===== config.mk =====
export PLATFORM = sky130hd
export DESIGN_NAME = antenna_tune_and_display_regs
export DESIGN_NICKNAME = d
export VERILOG_FILES = /design/src/tune_regs_pkg.sv /design/src/calib_link_if.sv /design/src/calib_result_store.sv /design/src/tune_switch_drive.sv /design/src/antenna_tune_and_display_regs.sv
export SDC_FILE = /design/constraint.sdc
export NUM_CORES = 1
export LEC_CHECK = 0
export CORE_ASPECT_RATIO = 1.1
export CORE_MARGIN = 3
export CORE_UTILIZATION = 40
export DETAILED_ROUTE_END_ITERATION = 16
export DONT_BUFFER_PORTS = 1
export PLACE_DENSITY = 0.53
export RECOVER_POWER = 25
export SLEW_MARGIN = 20
export SYNTH_ARGS = -nofsm -noshare
export SYNTH_HDL_FRONTEND = slang
export SYNTH_SLANG_ARGS = --single-unit

===== constraint.sdc =====
create_clock -name core_clk -period 2.17 [get_ports core_clk]
set_input_delay 0.5425 -clock core_clk [delete_from_list [all_inputs] [get_ports core_clk]]
set_output_delay 0.5425 -clock core_clk [all_outputs]
set_load 0.05 [all_outputs]

===== src/tune_regs_pkg.sv =====
// constants for the antenna tuning and display register group
`default_nettype none
package tune_regs_pkg;
  localparam int unsigned ADDR_W    = 6;
  localparam int unsigned DATA_W    = 8;
  localparam int unsigned TRIM_W    = 4;
  localparam int unsigned SPEED_W   = 4;
  localparam int unsigned SPLIT_W   = 3;

  // register offsets
  localparam logic [ADDR_W-1:0] SPEED_DISPLAY_ADDR  = 6'h1f;
  localparam logic [ADDR_W-1:0] CONVERTER_OUT_ADDR  = 6'h20;
  localparam logic [ADDR_W-1:0] TUNE_CONTROL_ADDR   = 6'h21;
  localparam logic [ADDR_W-1:0] TARGET_PHASE_ADDR   = 6'h22;
  localparam logic [ADDR_W-1:0] RESULT_DISPLAY_ADDR = 6'h23;

  // field positions
  localparam int unsigned SPEED_LSB       = 4;
  localparam int unsigned SOURCE_BIT      = 7;
  localparam int unsigned MANUAL_LSB      = 3;
  localparam int unsigned RESULT_LSB      = 4;
  localparam int unsigned CALIB_ERR_BIT   = 3;

  // reset values
  localparam logic [DATA_W-1:0]  DISPLAY_RESET      = 8'h00;
  localparam logic [DATA_W-1:0]  TARGET_PHASE_RESET = 8'h80;
  localparam logic [TRIM_W-1:0]  TRIM_RESET         = 4'h0;
  localparam logic [SPEED_W-1:0] SPEED_RESET        = 4'h0;
  localparam logic [SPLIT_W-1:0] NO_SPLIT_BITS      = 3'h0;
  localparam logic               SOURCE_AUTO        = 1'b0;
  localparam logic               SOURCE_MANUAL      = 1'b1;
endpackage
`default_nettype wire


===== src/calib_link_if.sv =====
// calibration result carried from the result store to the switch driver
`timescale 1ns/1ns
`default_nettype none
interface calib_link_if;
  logic [tune_regs_pkg::TRIM_W-1:0] trim_result;
  logic                             calib_error;

  modport store (output trim_result, output calib_error);
  modport drive (input trim_result, input calib_error);
endinterface
`default_nettype wire


===== src/calib_result_store.sv =====
// holds the antenna calibration result and error flag
`timescale 1ns/1ns
`default_nettype none
module calib_result_store (
  input  wire logic                             core_clk,    // system clock
  input  wire logic                             reset,       // sync reset
  input  wire logic                             set_default, // restore pulse
  input  wire logic                             calib_done,  // command end
  input  wire logic [tune_regs_pkg::TRIM_W-1:0] calib_trim,  // engine trim
  input  wire logic                             calib_fail,  // no resonance
  calib_link_if.store                           link         // stored result
);
  logic [tune_regs_pkg::TRIM_W-1:0] trim_result;
  logic                             calib_error;

  // a completion in the restore cycle is kept; result and flag move together
  always_ff @(posedge core_clk) begin
    if (reset) begin
      trim_result <= tune_regs_pkg::TRIM_RESET;
      calib_error <= 1'b0;
    end else if (calib_done) begin
      trim_result <= calib_trim;
      calib_error <= calib_fail;
    end else if (set_default) begin
      trim_result <= tune_regs_pkg::TRIM_RESET;
      calib_error <= 1'b0;
    end
  end

  assign link.trim_result = trim_result;
  assign link.calib_error = calib_error;
endmodule
`default_nettype wire


===== src/tune_switch_drive.sv =====
// selects the source of the antenna tuning switches and drives both banks
`timescale 1ns/1ns
`default_nettype none
module tune_switch_drive (
  input  wire logic                             core_clk,     // system clock
  input  wire logic                             reset,        // sync reset
  input  wire logic                             set_default,  // restore pulse
  input  wire logic                             manual_src,   // 1: manual
  input  wire logic [tune_regs_pkg::TRIM_W-1:0] manual_trim,  // manual bits
  calib_link_if.drive                           link,         // auto result
  output logic      [tune_regs_pkg::TRIM_W-1:0] bank_one,     // bank one pins
  output logic      [tune_regs_pkg::TRIM_W-1:0] bank_two      // bank two pins
);
  logic [tune_regs_pkg::TRIM_W-1:0] next_trim;

  always_comb begin
    if (manual_src == tune_regs_pkg::SOURCE_MANUAL)
      next_trim = manual_trim;
    else
      next_trim = link.trim_result;
  end

  // a 1 turns the matching transistor on, same pattern on both banks
  always_ff @(posedge core_clk) begin
    if (reset || set_default) begin
      bank_one <= tune_regs_pkg::TRIM_RESET;
      bank_two <= tune_regs_pkg::TRIM_RESET;
    end else begin
      bank_one <= next_trim;
      bank_two <= next_trim;
    end
  end
endmodule
`default_nettype wire


===== src/antenna_tune_and_display_regs.sv =====
// register group for speed, converter and antenna tuning displays
`timescale 1ns/1ns
`default_nettype none
// Function
// - detected speed held in display bits 7..4
// - display registers clear at reset, and at restore unless a new result arrives in that cycle
// - converter register shows last conversion result
// - source bit picks automatic or manual tuning
// - manual bit set turns switch on, both banks
// - writable target phase, resets with bit 7
// - calibration result in bits 7..4 drives switches
// - calibration error flag in bit 3
// - wake-up-all with split bits, in bit-oriented framing with card idle, raises parity interrupt
module antenna_tune_and_display_regs #(
  parameter int unsigned TRIM_W = tune_regs_pkg::TRIM_W
) (
  input  wire logic                              core_clk,        // clock
  input  wire logic                              reset,           // sync reset
  input  wire logic                              set_default,     // restore
  input  wire logic [tune_regs_pkg::ADDR_W-1:0]  reg_addr,        // address
  input  wire logic [tune_regs_pkg::DATA_W-1:0]  reg_wdata,       // write data
  input  wire logic                              reg_write,       // write strb
  input  wire logic                              reg_read,        // read strb
  output logic      [tune_regs_pkg::DATA_W-1:0]  reg_rdata,       // read data
  output logic                                   reg_rvalid,      // read done
  input  wire logic                              speed_done,      // detect end
  input  wire logic [tune_regs_pkg::SPEED_W-1:0] speed_result,    // speed code
  input  wire logic                              adc_done,        // conv end
  input  wire logic [tune_regs_pkg::DATA_W-1:0]  adc_result,      // conv data
  input  wire logic                              calib_done,      // calib end
  input  wire logic [tune_regs_pkg::TRIM_W-1:0]  calib_trim,      // calib trim
  input  wire logic                              calib_fail,      // calib fail
  input  wire logic                              anticoll_on,     // framing opt
  input  wire logic                              card_idle,       // card idle
  input  wire logic [tune_regs_pkg::SPLIT_W-1:0] split_bits,      // split cnt
  input  wire logic                              wake_all_cmd,    // wake cmd
  output logic                                   parity_err_irq,  // irq pulse
  output logic      [tune_regs_pkg::DATA_W-1:0]  target_phase,    // phase tgt
  output logic                                   manual_source,   // src bit
  output logic      [tune_regs_pkg::TRIM_W-1:0]  tune_pin_bank_one, // bank 1
  output logic      [tune_regs_pkg::TRIM_W-1:0]  tune_pin_bank_two  // bank 2
);
  if (TRIM_W != tune_regs_pkg::TRIM_W) begin : g_trim_check
    $error("TRIM_W must match the four tuning switches");
  end

  calib_link_if calib_link ();

  logic [tune_regs_pkg::SPEED_W-1:0] detected_link_speed;
  logic [tune_regs_pkg::DATA_W-1:0]  converter_result;
  logic [TRIM_W-1:0]                 manual_trim;
  logic [tune_regs_pkg::DATA_W-1:0]  next_rdata;
  logic                              restore;

  assign restore = reset || set_default;

  function automatic logic is_write_to(
    input logic [tune_regs_pkg::ADDR_W-1:0] addr,
    input logic [tune_regs_pkg::ADDR_W-1:0] target,
    input logic                             strobe
  );
    is_write_to = strobe && (addr == target);
  endfunction

  // detected link speed; a new result in the restore cycle is kept
  always_ff @(posedge core_clk) begin
    if (reset)
      detected_link_speed <= tune_regs_pkg::SPEED_RESET;
    else if (speed_done)
      detected_link_speed <= speed_result;
    else if (set_default)
      detected_link_speed <= tune_regs_pkg::SPEED_RESET;
  end

  // last completed conversion
  always_ff @(posedge core_clk) begin
    if (reset)
      converter_result <= tune_regs_pkg::DISPLAY_RESET;
    else if (adc_done)
      converter_result <= adc_result;
    else if (set_default)
      converter_result <= tune_regs_pkg::DISPLAY_RESET;
  end

  // tuning control: source bit and manual bits
  always_ff @(posedge core_clk) begin
    if (restore) begin
      manual_source <= tune_regs_pkg::SOURCE_AUTO;
      manual_trim   <= tune_regs_pkg::TRIM_RESET;
    end else if (is_write_to(reg_addr, tune_regs_pkg::TUNE_CONTROL_ADDR,
                             reg_write)) begin
      manual_source <= reg_wdata[tune_regs_pkg::SOURCE_BIT];
      manual_trim   <= reg_wdata[tune_regs_pkg::MANUAL_LSB +: TRIM_W];
    end
  end

  // calibration target phase
  always_ff @(posedge core_clk) begin
    if (restore)
      target_phase <= tune_regs_pkg::TARGET_PHASE_RESET;
    else if (is_write_to(reg_addr, tune_regs_pkg::TARGET_PHASE_ADDR,
                         reg_write))
      target_phase <= reg_wdata;
  end

  calib_result_store u_calib_store (
    .core_clk    (core_clk),
    .reset       (reset),
    .set_default (set_default),
    .calib_done  (calib_done),
    .calib_trim  (calib_trim),
    .calib_fail  (calib_fail),
    .link        (calib_link)
  );

  tune_switch_drive u_switch_drive (
    .core_clk    (core_clk),
    .reset       (reset),
    .set_default (set_default),
    .manual_src  (manual_source),
    .manual_trim (manual_trim),
    .link        (calib_link),
    .bank_one    (tune_pin_bank_one),
    .bank_two    (tune_pin_bank_two)
  );

  // read mux; unused bits and unmapped addresses read zero
  always_comb begin
    next_rdata = tune_regs_pkg::DISPLAY_RESET;
    case (reg_addr)
      tune_regs_pkg::SPEED_DISPLAY_ADDR:
        next_rdata[tune_regs_pkg::SPEED_LSB +: tune_regs_pkg::SPEED_W] =
          detected_link_speed;
      tune_regs_pkg::CONVERTER_OUT_ADDR:
        next_rdata = converter_result;
      tune_regs_pkg::TUNE_CONTROL_ADDR: begin
        next_rdata[tune_regs_pkg::SOURCE_BIT] = manual_source;
        next_rdata[tune_regs_pkg::MANUAL_LSB +: TRIM_W] = manual_trim;
      end
      tune_regs_pkg::TARGET_PHASE_ADDR:
        next_rdata = target_phase;
      tune_regs_pkg::RESULT_DISPLAY_ADDR: begin
        next_rdata[tune_regs_pkg::RESULT_LSB +: TRIM_W] =
          calib_link.trim_result;
        next_rdata[tune_regs_pkg::CALIB_ERR_BIT] =
          calib_link.calib_error;
      end
      default:
        next_rdata = tune_regs_pkg::DISPLAY_RESET;
    endcase
  end

  always_ff @(posedge core_clk) begin
    if (reset) begin
      reg_rdata  <= tune_regs_pkg::DISPLAY_RESET;
      reg_rvalid <= 1'b0;
    end else begin
      reg_rvalid <= reg_read;
      if (reg_read)
        reg_rdata <= next_rdata;
    end
  end

  // wake-up-all to an idle card in bit-oriented framing with a split byte flags parity
  always_ff @(posedge core_clk) begin
    if (restore)
      parity_err_irq <= 1'b0;
    else
      parity_err_irq <= wake_all_cmd && anticoll_on && card_idle &&
                        (split_bits != tune_regs_pkg::NO_SPLIT_BITS);
  end
endmodule
`default_nettype wire


# [Yosys cells after proc, flatten, opt, wreduce, memory -nomap -nowiden]
# Index checks and enable logic that the tools add are counted.
[totals] ff_bits=44 input_bits=45 output_inout_bits=27
[op_classes] eq_ne=5 mux=11 n_reduce_logical=10
[ops] operator="$eq 6x6->1 const B" n=4
[ops] operator="$pmux 4 s5" n=1
[ops] operator="$mux 4" n=4
[ops] operator="$mux 8" n=2
[ops] operator="$eq 6x5->1 const B" n=1
[ops] operator="$pmux 3 s2" n=1
[ops] operator="$reduce_bool 2->1" n=3
[ops] operator="$logic_and 1x1->1" n=5
[ops] operator="$pmux 1 s4" n=1
[ops] operator="$reduce_bool 3->1" n=1
[ops] operator="$mux 1" n=2
[ops] operator="$logic_or 1x1->1" n=1

# [Depth between registers and ports, before layout]
[depth] ltp_word=3 mapped_depth=6 depth_no_buf=4

# [Hierarchy]
# Synthesis repeated with hierarchy kept, for this count alone.
[hier_totals] hier_cells=205 hier_area_um2=1915.6
[by_module_without_submodules] module="antenna_tune_and_display_regs" instances=1 cells_each=167 area_each_um2=1541.5 seq_area_each_um2=700.7
[by_module_without_submodules] module="calib_result_store" instances=1 cells_each=21 area_each_um2=198.9 seq_area_each_um2=100.1
[by_module_without_submodules] module="tune_switch_drive" instances=1 cells_each=17 area_each_um2=175.2 seq_area_each_um2=80.1

# [Least setup slack after synthesis]
# No wires, ideal clock.
[synth_path] kind="input-to-reg" from="in reg_addr[3] in the netlist's numbering" to="reg manual_source" setup_ns=0.128 t_arrival_ns=1.765 required_ns=2.042 path_slack_ns=0.278 cell_stages=5 n_path_buf=1 path_cell_list="or4b_4 > buf_6 > nor3_4 > mux2i_1 > nor2_1"
[synth_between] elab_chain_len=2
[synth_rtl] element="start: declaration" line="antenna_tune_and_display_regs.sv:20" rtl="input wire logic [tune_regs_pkg::ADDR_W-1:0] reg_addr,"
[synth_rtl] element="$eq 6x6->1" line="antenna_tune_and_display_regs.sv:62" rtl="is_write_to = strobe && (addr == target);"
[synth_rtl] element="$logic_and 1x1->1" line="antenna_tune_and_display_regs.sv:62"
[synth_rtl] element="end signal: assignment" line="antenna_tune_and_display_regs.sv:88" rtl="manual_source <= tune_regs_pkg::SOURCE_AUTO;"
[synth_rtl] element="end signal: assignment" line="antenna_tune_and_display_regs.sv:92" rtl="manual_source <= reg_wdata[tune_regs_pkg::SOURCE_BIT];"
[synth_rtl] element="end: declaration" line="antenna_tune_and_display_regs.sv:39" rtl="output logic manual_source,"
# Every way passes these cells.
# A chain may end at the register's enable or synchronous reset.

# [Worst setup path after layout]
[layout_path] from="in reg_addr[3] in the netlist's numbering" to="reg target_phase[4] in the netlist's numbering"
[layout_between] elab_chain_len=2
[layout_rtl] element="$eq 6x6->1" line="antenna_tune_and_display_regs.sv:62"
[layout_rtl] element="$logic_and 1x1->1" line="antenna_tune_and_display_regs.sv:62"
[layout_rtl] element="end signal: assignment" line="antenna_tune_and_display_regs.sv:100" rtl="target_phase <= tune_regs_pkg::TARGET_PHASE_RESET;"
[layout_rtl] element="end signal: assignment" line="antenna_tune_and_display_regs.sv:103" rtl="target_phase <= reg_wdata;"
[layout_rtl] element="end: declaration" line="antenna_tune_and_display_regs.sv:38" rtl="output logic [tune_regs_pkg::DATA_W-1:0] target_phase,"
# Every way passes these cells.

==> flow_summary.ini <==
[outcome]
status = complete, no violations

[synth]
synth_flop_cell = dfxtp_1
synth_cell_types = 31
synth-edff-count = 0
syn_area_um2 = 1940
syn-num-nets = 266
avgSynthCellArea_um2 = 8.76
yosysWarnings = 0
ys_seq_area_share_pct = 45.5
synth-seq-cells = 44
syn_inst = 221
async_reset_ff_share_pct = 0

[grt]
antenna_found_initial = 0
grt_overflow = 0
grt_pass1_vias = 1399
grtUsageTotal_pct = 15.4
grt_max_degree = 28
grt_first_pass_wirelength_um = 6910

[pwr]
swShare_pct = 22.4
p_leak_uw = 0.000660
ir_worst_vdd_mv = 0.499
power_density_nw_per_um2 = 768
pwr-share-comb_pct = 4.7
p_int_uw = 1210
p_seq_share_pct = 55.1
power_frac_clock_pct = 40.2
p_switching_uw = 349

[drt]
drt_iter0_drc = 79
wl_per_cell_um = 17.0
wl_um = 4500
viasPerCell = 5.66
drc = 0
num_vias = 1494
final_antenna_net_count = 0
drt_first_pass_iters = 4

[setup_path]
max_stage_delay_ps = 630
worstReg2RegStart = target_phase[3]
r2r_slack_ps = 840
end_kind = flop
crit_path_start_kind = input port
worstPathRequired_ps = 2350
worstPathMaxFanout = 11
critPathKind = in2reg
r2r_end = reg_rdata[3]
r2r_cells = 3
startpoint = reg_addr[3]
slowest_stage = or4b_4
worstPathArrival_ps = 1880
crit_chain = or4b_4 > or3b_1 > nand2_1 > a21oi_1

[clocking]
hold_buffers = 0
cts.sinks = 44
cts-root-buf = clkbuf_8
post-cts-setup-buffer-count = 0
cts_buffer_depth = 2
cts-buffers-inserted = 5
cts-htree-levels = 2
clkLatencyLatePin_ps = 290
cts_resized = 0
cts.clk_slew.worst_paths_ps = 90
cts_tree = yes

[sta]
hold_viol = 0
fin_crit_sh_pct = 78.4
fin_worst_skew_ps = 9.05
rsz0062_at_grt = false
setup_tns_ps = 0
post-route-min-period_ps = 1700
fmax_mhz = 588
slew_viol_final = 0
worst_pin_slew_ps = 576
max-slew-margin-rel_pct = 61.6
setup_viol = 0

[cells_and_area]
final_core_util_pct = 45.5
layout-drive-gt1-share_pct = 11.0
final_cell_mix = 44 x dfxtp_1, 32 x nor2_1, 27 x a21oi_1
design_area_um2 = 2030
final_common_cell = dfxtp_1
final_nets = 254
area_growth_pct = 5.04
antenna_cells = 0

[die]
die_area_um2 = 5710
dieWidth_um = 72.3
start_util_pct = 43.3
die_h_um = 79.0
coreArea_um2 = 4470
io_pins = 72
rows = 25

[hold_path]
min_path_type = in2reg
holdPathStages = 1
min_to = reg_rdata[1]
hold_start = reset

[placement]
dp_hpwl_um = 3470
gp_congestion = 0.748
dpl_cell_area_um2 = 1920
io_buffer_count = 0

[run]
cap_violations = 0
[state kept, by name, indices dropped and copies added (netlist names)]
signal / flops
manual_trim: 4
parity_err_irq: 1
reg_rdata: 8
u_calib_store.link.calib_error: 1
converter_result: 8
reg_rvalid: 1
u_switch_drive.bank_one: 4
target_phase: 8
u_calib_store.link.trim_result: 4
manual_source: 1
detected_link_speed: 4
[power groups by stage]
stage	clock, µW	combinational, µW	sequential [µW]
floorplan	0	92.8	879
global placement	0	71.8	880
detailed placement	0	73.6	881
CTS	642	74.1	861
global route	683	81.1	863
finish	627	73.4	861
[area by class of cell]
| class | instances | area [µm²] |
|---|---|---|
| clock buffer | 5 | 68.8 |
| clock inverter | 3 | 46.3 |
| fill | 440 | 2440 |
| inverter | 2 | 7.51 |
| multi-input combinational | 151 | 925 |
| sequential | 44 | 881 |
| tap | 54 | 67.6 |
| timing repair buffer | 5 | 37.5 |
[synth_stat cells (2+ instances only)]
master | count | area, µm²
buf_4 | 4 | 30.0
nor3b_1 | 18 | 135
mux2_2 | 4 | 45.0
nand2_1 | 14 | 52.6
buf_6 | 2 | 22.5
mux2i_1 | 13 | 130
clkbuf_1 | 15 | 56.3
inv_1 | 2 | 7.51
a21oi_1 | 27 | 135
a311oi_1 | 4 | 35.0
nand3_1 | 12 | 60.1
nor2_1 | 32 | 120
nand2b_1 | 3 | 18.8
nor2b_1 | 2 | 12.5
a221oi_1 | 4 | 35.0
nor3_1 | 6 | 30.0
nand3b_1 | 2 | 15.0
dfxtp_1 | 44 | 881
[logic make-up (layout without fill, tap and decap cells)]
| family | after synthesis | in the layout | share of synthesized area [%] |
|---|---|---|---|
| muxes | 17 | 17 | 9.05 |
| AOI/OAI and AO/OA | 38 | 38 | 12.0 |
| and+or+nand+nor | 96 | 96 | 26.8 |
| DFF | 44 | 44 | 45.5 |
| buffers and inverters | 26 | 15 | 6.72 |
[how the worst max path moves through the flow]
stage                           end  slack (ps)
global placement    target_phase[0]         190
finish              target_phase[4]         470
CTS                 target_phase[4]         480
detailed placement  target_phase[4]         160
global route           reg_rdata[5]         410
floorplan             manual_source         280
[per-stage QoR]
step | hold WS (ps) | setup WS [ps] | cells | total power [µW]
after floorplan | 476 | 278 | 221 | 972
after global placement | 518 | 187 | 256 | 952
after detailed placement | 523 | 159 | 256 | 954
after CTS | 292 | 484 | 264 | 1580
after global routing | 277 | 414 | 264 | 1630
final | 305 | 468 | 264 | 1560
[critical path, delay by kind of cell]
family	cells	cell delay, ps
compound gates	1	70
simple gates	3	1260
[per-layer routing]
metal  vias up  share of wire (%)  global-route usage [%]
li1        740                  -                       -
met1       687                 45                    19.7
met2        62                 45                    23.5
met3         5                9.6                    5.95
met4         0               0.85                    5.26
met5         -                  0                       0
Power figures use the tool's default switching activity.
